[src/shared/ocs_consts.vh]
// Constants for the oscillator mode and clock select block
`ifndef OCS_CONSTS_VH
`define OCS_CONSTS_VH

////////////////////////////////////////////////////////////////////////////
// Oscillator mode codes of the four-bit configuration field
`define OCS_MODE_W 4
`define OCS_LOW_POWER_CRYSTAL_MODE 4'h0
`define OCS_STANDARD_CRYSTAL_MODE 4'h1
`define OCS_HIGH_SPEED_CRYSTAL_MODE 4'h2
`define OCS_HIGH_SPEED_TIMES_FOUR_MODE 4'h3
`define OCS_RESISTOR_CAPACITOR_OSC_MODE 4'h4
`define OCS_RESISTOR_CAPACITOR_IO_MODE 4'h5
`define OCS_INTERNAL_CLK_WITH_CLKOUT_MODE 4'h6
`define OCS_INTERNAL_CLK_DUAL_IO_MODE 4'h7
`define OCS_EXT_CLOCK_INPUT_MODE 4'h8
`define OCS_EXT_CLOCK_WITH_IO_MODE 4'h9

////////////////////////////////////////////////////////////////////////////
// Register map
`define OCS_ADDR_W 2
`define OCS_DATA_W 8
`define OCS_ADDR_TRIM 2'h0
`define OCS_ADDR_CTRL 2'h1
`define OCS_ADDR_STAT 2'h2
`define OCS_TRIM_W 6
`define OCS_TRIM_MSB 5
`define OCS_TRIM_RST 6'h00
`define OCS_SEL_W 3
`define OCS_SEL_LSB 4
`define OCS_SEL_MSB 6
`define OCS_SEL_RST 3'h0
`define OCS_SEL_SLOW 3'h0
`define OCS_SEL_FAST 3'h7

////////////////////////////////////////////////////////////////////////////
// Internal oscillator models (phase increment per 4 ns cycle, 2^32 scale)
`define OCS_FAST_INC 32'h083126e9
`define OCS_FAST_STEP 32'h00010000
`define OCS_SLOW_INC 32'h00083127
`define OCS_SLOW_STEP 32'h00000100
`define OCS_POST_W 6
`define OCS_POST_FULL 6'h3f

////////////////////////////////////////////////////////////////////////////
// Timing
`define OCS_CLK_PERIOD_NS 4
`define OCS_FAST_SETTLE_NS 1000000
`define OCS_TRIM_STEPS 64
`define OCS_OST_EDGES 1024
`define OCS_PLL_SHIFT 2
`define OCS_PLL_EXTRA 2'h3

`endif

[src/ocs_clock_select.v]
// Oscillator mode decode, internal clock derivation and pin sharing
// Functional notes
// - Ten oscillator modes chosen by a four-bit configuration field.
// - Mode is captured at power-on reset and held until next one.
// - Times-four mode multiplies the input clock by four.
// - Multiplier enabled only in the times-four mode.
// - External clock modes apply no start-up delay, at reset or wake.
// - External clock mode drives clock divided by four on output pin.
// - External clock with I/O mode frees output pin as port bit 6.
// - RC mode drives clock divided by four on output pin.
// - RC with I/O mode frees output pin as port bit 6.
// - High-speed mode accepts an external clock instead of a crystal.
// - Fast internal source is 8 MHz, direct or through postscaler.
// - Fast source enabled in the two internal modes when 125 kHz to 8 MHz is selected.
// - Slow source runs for internal mode or any dependent feature.
// - Internal frequency chosen by the frequency select field.
// - Select 111 direct fast, 110..001 halves down, 000 slow.
// - Internal with clock-out: output pin clock/4, input pin bit 7.
// - Internal dual I/O: both pins become port bits 7 and 6.
// - After trim write slow settles at its next tick, fast within 1 ms.
// - Trim shift runs in background with no completion flag.
// - Constant frequency step per trim code.
//
// Decided for this implementation: the placing of the registers and the address-and-strobe port.
`include "ocs_consts.vh"

module ocs_clock_select #(
  parameter PER_W = 8,
  parameter OST_EDGES = `OCS_OST_EDGES,
  parameter FAST_SETTLE_CYC = `OCS_FAST_SETTLE_NS / `OCS_CLK_PERIOD_NS
) (
  // Clock, reset, enable
  input wire clock_in,
  input wire sys_rst_in,
  input wire ce_in,
  // Configuration and feature enables
  input wire [3:0] osc_mode_config_bits_in,
  input wire pwrt_en_in,
  input wire fscm_en_in,
  input wire wdt_en_in,
  input wire two_speed_en_in,
  input wire wake_in,
  // Register port
  input wire [1:0] addr_in,
  input wire [7:0] wr_data_in,
  input wire wr_en_in,
  input wire rd_en_in,
  output reg [7:0] rd_data_out,
  // Clock input pin
  input wire clock_in_pin_in,
  output reg clock_in_pin_out,
  output reg clock_in_pin_oe_n_out,
  // Clock output pin
  input wire clock_out_pin_in,
  output reg clock_out_pin_out,
  output reg clock_out_pin_oe_n_out,
  // Port bits shared with the pins
  input wire port_a_bit6_io_dout_in,
  input wire port_a_bit6_io_drive_in,
  output reg port_a_bit6_io_din_out,
  input wire port_a_bit7_io_dout_in,
  input wire port_a_bit7_io_drive_in,
  output reg port_a_bit7_io_din_out,
  // Clock status
  output reg sys_clk_tick_out,
  output reg pll_en_out,
  output reg fast_osc_en_out,
  output reg slow_osc_en_out
);

  localparam STEP_RAW = FAST_SETTLE_CYC / `OCS_TRIM_STEPS;
  localparam TRIM_STEP_CYC = (STEP_RAW < 1) ? 1 : STEP_RAW;

  ////////////////////////////////////////////////////////////////////////////
  // Functions

  function [31:0] nco_inc;
    input [31:0] base;
    input [31:0] step;
    input [5:0] t;
    begin
      nco_inc = base + {{26{t[5]}}, t} * step;
    end
  endfunction

  function [6:0] sum_carry;
    input [31:0] acc;
    input [31:0] inc;
    reg [32:0] s;
    begin
      s = {1'h0, acc} + {1'h0, inc};
      sum_carry = {s[32], 6'h00};
    end
  endfunction

  ////////////////////////////////////////////////////////////////////////////
  // Pin and configuration synchronisers
  reg ci_s1_reg, ci_s2_reg, ci_s3_reg;
  reg co_s1_reg, co_s2_reg;
  reg [3:0] mode_s1_reg, mode_s2_reg;
  wire ci_rise;

  always @(posedge clock_in) begin
    if (ce_in) begin
      ci_s1_reg <= clock_in_pin_in;
      ci_s2_reg <= ci_s1_reg;
      ci_s3_reg <= ci_s2_reg;
      co_s1_reg <= clock_out_pin_in;
      co_s2_reg <= co_s1_reg;
      mode_s1_reg <= osc_mode_config_bits_in;
      mode_s2_reg <= mode_s1_reg;
    end
  end

  assign ci_rise = ci_s2_reg & ~ci_s3_reg;

  ////////////////////////////////////////////////////////////////////////////
  // Mode capture
  reg [3:0] mode_reg;
  reg mode_ok_reg;

  always @(posedge clock_in) begin
    if (sys_rst_in) begin
      mode_reg <= `OCS_LOW_POWER_CRYSTAL_MODE;
      mode_ok_reg <= 1'h0;
    end else if (ce_in && !mode_ok_reg) begin
      mode_reg <= mode_s2_reg;
      mode_ok_reg <= 1'h1;
    end
  end

  reg is_xtal, is_pll, is_int, drv_div4, gpio6, gpio7;

  always @* begin
    is_xtal = 1'h0;
    is_pll = 1'h0;
    is_int = 1'h0;
    drv_div4 = 1'h0;
    gpio6 = 1'h0;
    gpio7 = 1'h0;
    case (mode_reg)
      `OCS_LOW_POWER_CRYSTAL_MODE,
      `OCS_STANDARD_CRYSTAL_MODE,
      `OCS_HIGH_SPEED_CRYSTAL_MODE: begin
        is_xtal = 1'h1;
      end
      `OCS_HIGH_SPEED_TIMES_FOUR_MODE: begin
        is_xtal = 1'h1;
        is_pll = 1'h1;
      end
      `OCS_RESISTOR_CAPACITOR_IO_MODE: begin
        gpio6 = 1'h1;
      end
      `OCS_INTERNAL_CLK_WITH_CLKOUT_MODE: begin
        is_int = 1'h1;
        drv_div4 = 1'h1;
        gpio7 = 1'h1;
      end
      `OCS_INTERNAL_CLK_DUAL_IO_MODE: begin
        is_int = 1'h1;
        gpio6 = 1'h1;
        gpio7 = 1'h1;
      end
      `OCS_EXT_CLOCK_INPUT_MODE: begin
        drv_div4 = 1'h1;
      end
      `OCS_EXT_CLOCK_WITH_IO_MODE: begin
        gpio6 = 1'h1;
      end
      default: begin
        drv_div4 = 1'h1;
      end
    endcase
  end

  ////////////////////////////////////////////////////////////////////////////
  // Registers and trim settling
  reg [5:0] trim_reg;
  reg [2:0] sel_reg;
  reg [5:0] fast_trim_reg;
  reg [5:0] slow_trim_reg;
  reg [31:0] settle_cnt_reg;
  reg slow_tick_reg;
  wire trim_wr;
  wire trim_up;

  assign trim_wr = wr_en_in && (addr_in == `OCS_ADDR_TRIM);
  assign trim_up = $signed(fast_trim_reg) < $signed(trim_reg);

  // fast trim ramps over 1 ms
  always @(posedge clock_in) begin
    if (sys_rst_in) begin
      trim_reg <= `OCS_TRIM_RST;
      sel_reg <= `OCS_SEL_RST;
      fast_trim_reg <= `OCS_TRIM_RST;
      slow_trim_reg <= `OCS_TRIM_RST;
      settle_cnt_reg <= 32'h00000000;
    end else if (ce_in) begin
      if (trim_wr) begin
        trim_reg <= wr_data_in[`OCS_TRIM_MSB:0];
      end
      if (wr_en_in && (addr_in == `OCS_ADDR_CTRL)) begin
        sel_reg <= wr_data_in[`OCS_SEL_MSB:`OCS_SEL_LSB];
      end
      // slow takes trim at next edge
      if (slow_tick_reg) begin
        slow_trim_reg <= trim_reg;
      end
      if (fast_trim_reg == trim_reg) begin
        settle_cnt_reg <= 32'h00000000;
      end else if (settle_cnt_reg >= TRIM_STEP_CYC - 1) begin
        settle_cnt_reg <= 32'h00000000;
        fast_trim_reg <= trim_up ? fast_trim_reg + 6'h01
                                 : fast_trim_reg - 6'h01;
      end else begin
        settle_cnt_reg <= settle_cnt_reg + 32'h00000001;
      end
    end
  end

  ////////////////////////////////////////////////////////////////////////////
  // Internal oscillator models
  reg [31:0] fast_acc_reg;
  reg [31:0] slow_acc_reg;
  reg fast_tick_reg;
  reg fast_en_reg;
  reg slow_en_reg;
  wire [6:0] fast_sc;
  wire [6:0] slow_sc;

  assign fast_sc = sum_carry(fast_acc_reg,
    nco_inc(`OCS_FAST_INC, `OCS_FAST_STEP, fast_trim_reg));
  assign slow_sc = sum_carry(slow_acc_reg,
    nco_inc(`OCS_SLOW_INC, `OCS_SLOW_STEP, slow_trim_reg));

  always @(posedge clock_in) begin
    if (sys_rst_in) begin
      fast_acc_reg <= 32'h00000000;
      slow_acc_reg <= 32'h00000000;
      fast_tick_reg <= 1'h0;
      slow_tick_reg <= 1'h0;
      fast_en_reg <= 1'h0;
      slow_en_reg <= 1'h0;
    end else if (ce_in) begin
      fast_en_reg <= mode_ok_reg && is_int && (sel_reg != `OCS_SEL_SLOW);
      slow_en_reg <= (mode_ok_reg && is_int) || pwrt_en_in ||
                     fscm_en_in || wdt_en_in || two_speed_en_in;
      fast_tick_reg <= fast_en_reg & fast_sc[6];
      slow_tick_reg <= slow_en_reg & slow_sc[6];
      if (fast_en_reg) begin
        fast_acc_reg <= fast_acc_reg +
          nco_inc(`OCS_FAST_INC, `OCS_FAST_STEP, fast_trim_reg);
      end
      if (slow_en_reg) begin
        slow_acc_reg <= slow_acc_reg +
          nco_inc(`OCS_SLOW_INC, `OCS_SLOW_STEP, slow_trim_reg);
      end
    end
  end

  ////////////////////////////////////////////////////////////////////////////
  // Postscaler and internal select
  reg [5:0] post_cnt_reg;
  wire [5:0] post_mask;
  wire post_tick;
  reg int_tick;

  assign post_mask = `OCS_POST_FULL >> (sel_reg - 3'h1);
  assign post_tick = fast_tick_reg &&
                     ((post_cnt_reg & post_mask) == post_mask);

  always @(posedge clock_in) begin
    if (sys_rst_in) begin
      post_cnt_reg <= 6'h00;
    end else if (ce_in && fast_tick_reg) begin
      post_cnt_reg <= post_cnt_reg + 6'h01;
    end
  end

  always @* begin
    if (sel_reg == `OCS_SEL_FAST) begin
      int_tick = fast_tick_reg;
    end else if (sel_reg == `OCS_SEL_SLOW) begin
      int_tick = slow_tick_reg;
    end else begin
      int_tick = post_tick;
    end
  end

  ////////////////////////////////////////////////////////////////////////////
  // Times-four multiplier
  // Input slower than 250 MHz / 2^PER_W saturates the period estimate.
  reg [PER_W-1:0] per_cnt_reg;
  reg [PER_W-1:0] per_reg;
  reg [PER_W-1:0] pll_cnt_reg;
  reg [1:0] pll_left_reg;
  reg pll_tick_reg;
  wire [PER_W-1:0] quarter;

  assign quarter = per_reg >> `OCS_PLL_SHIFT;

  always @(posedge clock_in) begin
    if (sys_rst_in) begin
      per_cnt_reg <= {PER_W{1'h0}};
      per_reg <= {PER_W{1'h0}};
      pll_cnt_reg <= {PER_W{1'h0}};
      pll_left_reg <= 2'h0;
      pll_tick_reg <= 1'h0;
    end else if (ce_in) begin
      pll_tick_reg <= 1'h0;
      if (ci_rise) begin
        per_reg <= per_cnt_reg;
        per_cnt_reg <= {{(PER_W-1){1'h0}}, 1'h1};
      end else if (~&per_cnt_reg) begin
        per_cnt_reg <= per_cnt_reg + {{(PER_W-1){1'h0}}, 1'h1};
      end
      if (!is_pll || !pll_en_out) begin
        pll_left_reg <= 2'h0;
      end else if (ci_rise) begin
        pll_tick_reg <= 1'h1;
        pll_cnt_reg <= quarter;
        pll_left_reg <= `OCS_PLL_EXTRA;
      end else if (pll_left_reg != 2'h0) begin
        if (pll_cnt_reg <= {{(PER_W-1){1'h0}}, 1'h1}) begin
          pll_tick_reg <= 1'h1;
          pll_cnt_reg <= quarter;
          pll_left_reg <= pll_left_reg - 2'h1;
        end else begin
          pll_cnt_reg <= pll_cnt_reg - {{(PER_W-1){1'h0}}, 1'h1};
        end
      end
    end
  end

  ////////////////////////////////////////////////////////////////////////////
  // Oscillator start-up timer
  reg [15:0] ost_cnt_reg;
  reg ost_done_reg;

  always @(posedge clock_in) begin
    if (sys_rst_in) begin
      ost_cnt_reg <= 16'h0000;
      ost_done_reg <= 1'h0;
    end else if (ce_in && mode_ok_reg) begin
      if (!is_xtal) begin
        ost_done_reg <= 1'h1;
      end else if (wake_in) begin
        ost_cnt_reg <= 16'h0000;
        ost_done_reg <= 1'h0;
      end else if (ci_rise && !ost_done_reg) begin
        ost_cnt_reg <= ost_cnt_reg + 16'h0001;
        ost_done_reg <= (ost_cnt_reg == OST_EDGES[15:0] - 16'h0001);
      end
    end
  end

  ////////////////////////////////////////////////////////////////////////////
  // System clock edge and divided output
  wire div4_q;
  reg src_tick;

  always @* begin
    if (!mode_ok_reg || !ost_done_reg) begin
      src_tick = 1'h0;
    end else if (is_int) begin
      src_tick = int_tick;
    end else if (is_pll) begin
      src_tick = pll_tick_reg;
    end else begin
      src_tick = ci_rise;
    end
  end

  ocs_div4 u_div4 (
    .clock_in(clock_in),
    .sys_rst_in(sys_rst_in),
    .ce_in(ce_in),
    .tick_in(sys_clk_tick_out),
    .div_out(div4_q)
  );

  ////////////////////////////////////////////////////////////////////////////
  // Pins, status and read data
  wire [7:0] stat_word;

  assign stat_word = {ost_done_reg, slow_en_reg, fast_en_reg,
                      pll_en_out, mode_reg};

  always @(posedge clock_in) begin
    if (sys_rst_in) begin
      sys_clk_tick_out <= 1'h0;
      pll_en_out <= 1'h0;
      fast_osc_en_out <= 1'h0;
      slow_osc_en_out <= 1'h0;
      clock_out_pin_out <= 1'h0;
      clock_out_pin_oe_n_out <= 1'h1;
      clock_in_pin_out <= 1'h0;
      clock_in_pin_oe_n_out <= 1'h1;
      port_a_bit6_io_din_out <= 1'h0;
      port_a_bit7_io_din_out <= 1'h0;
      rd_data_out <= 8'h00;
    end else if (ce_in) begin
      sys_clk_tick_out <= src_tick;
      pll_en_out <= mode_ok_reg && is_pll;
      fast_osc_en_out <= fast_en_reg;
      slow_osc_en_out <= slow_en_reg;
      // Crystal pins stay undriven so the oscillator owns them
      if (drv_div4) begin
        clock_out_pin_out <= div4_q;
        clock_out_pin_oe_n_out <= 1'h0;
      end else if (gpio6) begin
        clock_out_pin_out <= port_a_bit6_io_dout_in;
        clock_out_pin_oe_n_out <= ~port_a_bit6_io_drive_in;
      end else begin
        clock_out_pin_out <= 1'h0;
        clock_out_pin_oe_n_out <= 1'h1;
      end
      if (gpio7) begin
        clock_in_pin_out <= port_a_bit7_io_dout_in;
        clock_in_pin_oe_n_out <= ~port_a_bit7_io_drive_in;
      end else begin
        clock_in_pin_out <= 1'h0;
        clock_in_pin_oe_n_out <= 1'h1;
      end
      port_a_bit6_io_din_out <= gpio6 & co_s2_reg;
      port_a_bit7_io_din_out <= gpio7 & ci_s2_reg;
      if (!rd_en_in) begin
        rd_data_out <= 8'h00;
      end else if (addr_in == `OCS_ADDR_TRIM) begin
        rd_data_out <= {2'h0, trim_reg};
      end else if (addr_in == `OCS_ADDR_CTRL) begin
        rd_data_out <= {1'h0, sel_reg, 4'h0};
      end else if (addr_in == `OCS_ADDR_STAT) begin
        rd_data_out <= stat_word;
      end else begin
        rd_data_out <= 8'h00;
      end
    end
  end

endmodule // ocs_clock_select

[src/ocs_div4.v]
// Divide-by-four clock output generator
`include "ocs_consts.vh"

module ocs_div4 (
  // Clock and control
  input wire clock_in,
  input wire sys_rst_in,
  input wire ce_in,
  // System clock edge pulse
  input wire tick_in,
  // Divided level
  output reg div_out
);

  reg [1:0] cnt_reg;
  wire [1:0] cnt_next;

  assign cnt_next = cnt_reg + 2'h1;

  ////////////////////////////////////////////////////////////////////////////
  // advances only on a system clock tick, half duty
  always @(posedge clock_in) begin
    if (sys_rst_in) begin
      cnt_reg <= 2'h0;
      div_out <= 1'h0;
    end else if (ce_in && tick_in) begin
      cnt_reg <= cnt_next;
      div_out <= cnt_next[1];
    end
  end

endmodule // ocs_div4

[config.mk]
export PLATFORM = sky130hd
export DESIGN_NAME = ocs_clock_select
export DESIGN_NICKNAME = d
export VERILOG_FILES = /design/src/ocs_clock_select.v /design/src/ocs_div4.v
export VERILOG_INCLUDE_DIRS = /design/src /design/src/shared
export SDC_FILE = /design/constraint.sdc
export NUM_CORES = 1
export LEC_CHECK = 0
export ABC_AREA = 1
export CORE_MARGIN = 5
export CORE_UTILIZATION = 64
export DETAILED_ROUTE_END_ITERATION = 8
export DONT_BUFFER_PORTS = 1
export HOLD_SLACK_MARGIN = 0.03
export PLACE_DENSITY = 0.88
export SYNTH_ARGS = -nofsm -noshare
export SYNTH_HDL_FRONTEND = slang
export SYNTH_SLANG_ARGS = --single-unit
[constraint.sdc]
create_clock -name clock_in -period 2.4 [get_ports clock_in]
set_input_delay 0.24 -clock clock_in [delete_from_list [all_inputs] [get_ports clock_in]]
set_output_delay 0.24 -clock clock_in [all_outputs]
set_load 0.01 [all_outputs]
==> flow_metrics.tcl <==
set metrics [dict create \
    seqPwrFrac_pct 48.1 \
    synthArstFlopShare_pct 0 \
    violations "setup timing" \
    ios 48 \
    drive_gt1_share_pct 11.4 \
    p_leak_nw 5.12 \
    cts_made_buffers 22 \
    synth_seq_cells 207 \
    place_ws_ps -46.4 \
    vias 10600 \
    slew-limit-headroom_pct 58.0 \
    die_area_um2 19400 \
    ctsLongestPathBuffers 3 \
    synthMuxAreaShare_pct 0 \
    fp.dieH_um 139 \
    seq_area_frac_synth_pct 39.9 \
    grt_use_met1_pct 31.6 \
    synthSimpleGateAreaFrac_pct 26.7 \
    port_buffers 0 \
    tritoncts "done" \
    netlist_area_um2 10700 \
    setup_ws_ps -89.3 \
    whs_path_depth 2 \
    p_total_mw 7.45 \
    dr.pass1.iters 7 \
    ant_nets 0 \
    die_w_um 139 \
    drtIter0Drc 1042 \
    rsz0062_at_grt "true" \
    nFillCells 1016 \
    sw_frac_of_total_pct 24.7 \
    combPwrFrac_pct 7.4 \
    gr-usage-met2_pct 45.3 \
    wire_per_inst_um 16.6 \
    finalCritPeriodShare_pct 104 \
    required_ps 2830 \
    yosysWarnings 0 \
    synth_area_leaders "dfxtp_1 36%, nand2_1 11%, inv_1 7.3%" \
    synthesis.instances 1512 \
    hold_class "in -> reg" \
    postLayoutCellArea_um2 12500 \
    path_clk_slew_ps 60 \
    initial_core_util_pct 64.8 \
    cts_sinks 207 \
    dp_cells 1720 \
    insertion_delay_ps 520 \
    cp-end-kind "register" \
    top_usage_layer "met2" \
    hold_violations 0 \
    final_core_util_pct 75.6 \
    grt_max_degree 93 \
    area_growth_syn_to_layout_pct 16.6 \
    cp-start-kind "register" \
    vias_per_cell 5.92 \
    grt_pass1_vias 9584 \
    tns_ps -354 \
    drc 0 \
    synth_area_per_cell_um2 7.09 \
    synth_most_common_cell "nand2_1" \
    dpl.hpwl_um 16600 \
    stdcell_count 1796 \
    grt_use_met3_pct 6.62 \
    synth_edf_count 13 \
    core_um2 16500 \
    n_antenna_cell 0 \
    synth_top_area_share_pct 36.2 \
    layout.nets 1633 \
    path_class "reg -> reg" \
    synthXorXnorAreaFrac_pct 3.02 \
    maxCapViolCount 0 \
    reg2reg_depth 10 \
    rows 47 \
    period_minus_slack_ps 2490 \
    p_sw_mw 1.84 \
    synth_compound_area_share_pct 16.4 \
    p_int_mw 5.61 \
    fmax_ghz 0.402 \
    grt_overflow 0 \
    slew_viol_final 0 \
    timing.hold.ws_ps 11.6 \
    cts_root_buffer "clkbuf_16" \
    placed_cell_area_um2 11000 \
    synth.distinct_cells 53 \
    finalSetupViolCount 9 \
    pwr-share-clk_pct 44.5 \
    status "finished with violations" \
    cp_max_fo 4 \
    vdd_ir_drop_max_mv 0.713 \
    synth_top_family_by_area "simple AND/OR/NAND/NOR gates" \
    routed_wl_um 29900 \
    grt_usage_pct 26.1 \
    antenna_found_initial 1 \
    pwr_density_cell_nw_per_um2 597 \
    synth_top_area_cell "dfxtp_1" \
    synth_commonest_cells "305 x nand2_1, 208 x inv_1, 194 x dfxtp_1" \
    place.gp.congestion 0.901 \
    tightest_slew_ps 626 \
    synthFlopType "dfxtp_1" \
    cp.arrival_ps 2920 \
    synthAdderAreaFrac_pct 5.02 \
    fin_worst_skew_ps 21.2 \
    cts.htree.levels 1 \
    grt_pass1_wl_um 43700 \
]
-- power groups by stage --
| stage | Sequential, mW | Clock, mW | Combinational [mW] |
|---|---|---|---|
| 5_1_grt | 3.59 | 3.48 | 0.602 |
| 4_1_cts | 3.58 | 3.29 | 0.482 |
| 6_report | 3.59 | 3.31 | 0.552 |
| 3_5_place_dp | 3.66 | 0 | 0.403 |
| 2_1_floorplan | 3.65 | 0 | 0.341 |
| 3_3_place_gp | 3.65 | 0 | 0.387 |
-- logic make-up after synthesis --
group                    after synthesis
other                                  1
AND/OR/NAND/NOR                      653
buffers and inverters                253
AO/OA/AOI/OAI                        318
adder cells (fa/ha/maj)               43
XOR/XNOR                              37
flip-flops                           207
-- layer usage --
layer	wire length [um]	up-vias
li1	-	5068
met1	11500	4876
met2	14600	544
met3	2580	136
met4	1210	2
met5	13	-
-- area by class of cell --
type / instances / area, um2 / share of cell area [%]
clock buffer: 35 / 659 / 5.28
clock inverter: 5 / 38.8 / 0.310
inverter: 212 / 796 / 6.37
multi-input combinational: 1055 / 5870 / 47.0
sequential: 207 / 4290 / 34.3
tap: 220 / 275 / 2.20
timing repair buffer: 62 / 567 / 4.54
-- worst paths after layout --
path	from	to	slack [ps]
min	ce_in	slow_trim_reg[0]$_SDFFE_PP0P_	10
max	slow_trim_reg[0]$_SDFFE_PP0P_	slow_acc_reg[15]$_SDFFE_PP0P_	-90
min reg2reg	mode_s1_reg[0]$_DFFE_PP_	mode_s2_reg[0]$_DFFE_PP_	440
max reg2reg	slow_trim_reg[0]$_SDFFE_PP0P_	slow_acc_reg[15]$_SDFFE_PP0P_	-90
-- placed cells by master (no fill, tap or decap), types with 4 or more instances in the layout --
master	instances
nor2_4	4
nor4_1	9
nor3_1	44
conb_1	4
xnor2_1	10
clkbuf_8	6
nor3b_1	4
nor3_2	6
nand3_1	64
nand3_2	8
edfxtp_1	13
dfxtp_2	4
o211ai_1	9
o21ai_0	100
ha_1	33
a31oi_1	5
a21oi_2	5
inv_1	205
xor2_1	26
nand2_2	25
nand4_1	26
a211oi_1	6
dlygate4sd3_1	21
o21ai_1	10
clkbuf_16	22
o21ai_2	6
buf_4	37
o21bai_1	4
clkbuf_1	7
nand2_1	287
nor2_1	150
inv_2	7
a21oi_1	144
ha_4	10
dfxtp_1	187
o22ai_1	7
and3_1	6
nor2_2	5
-- critical path: stages (launching register included) --
cell     delay, ps
dfxtp_4        360
ha_4           160
xor2_1         150
ha_1           380
a21oi_1        230
o21ai_1        120
a21oi_1        360
nor2_1         120
or2_0          260
and3_1         170
nor3_1         110
-- what timing repair did --
item                       CTS  global route
hold endpoints to repair   129             0
hold buffers                23             0
gates resized for setup      8            87
setup endpoints to repair    6            29
setup buffers                0            13
pin swaps                    3            34
(Power assumes the default switching activity.)
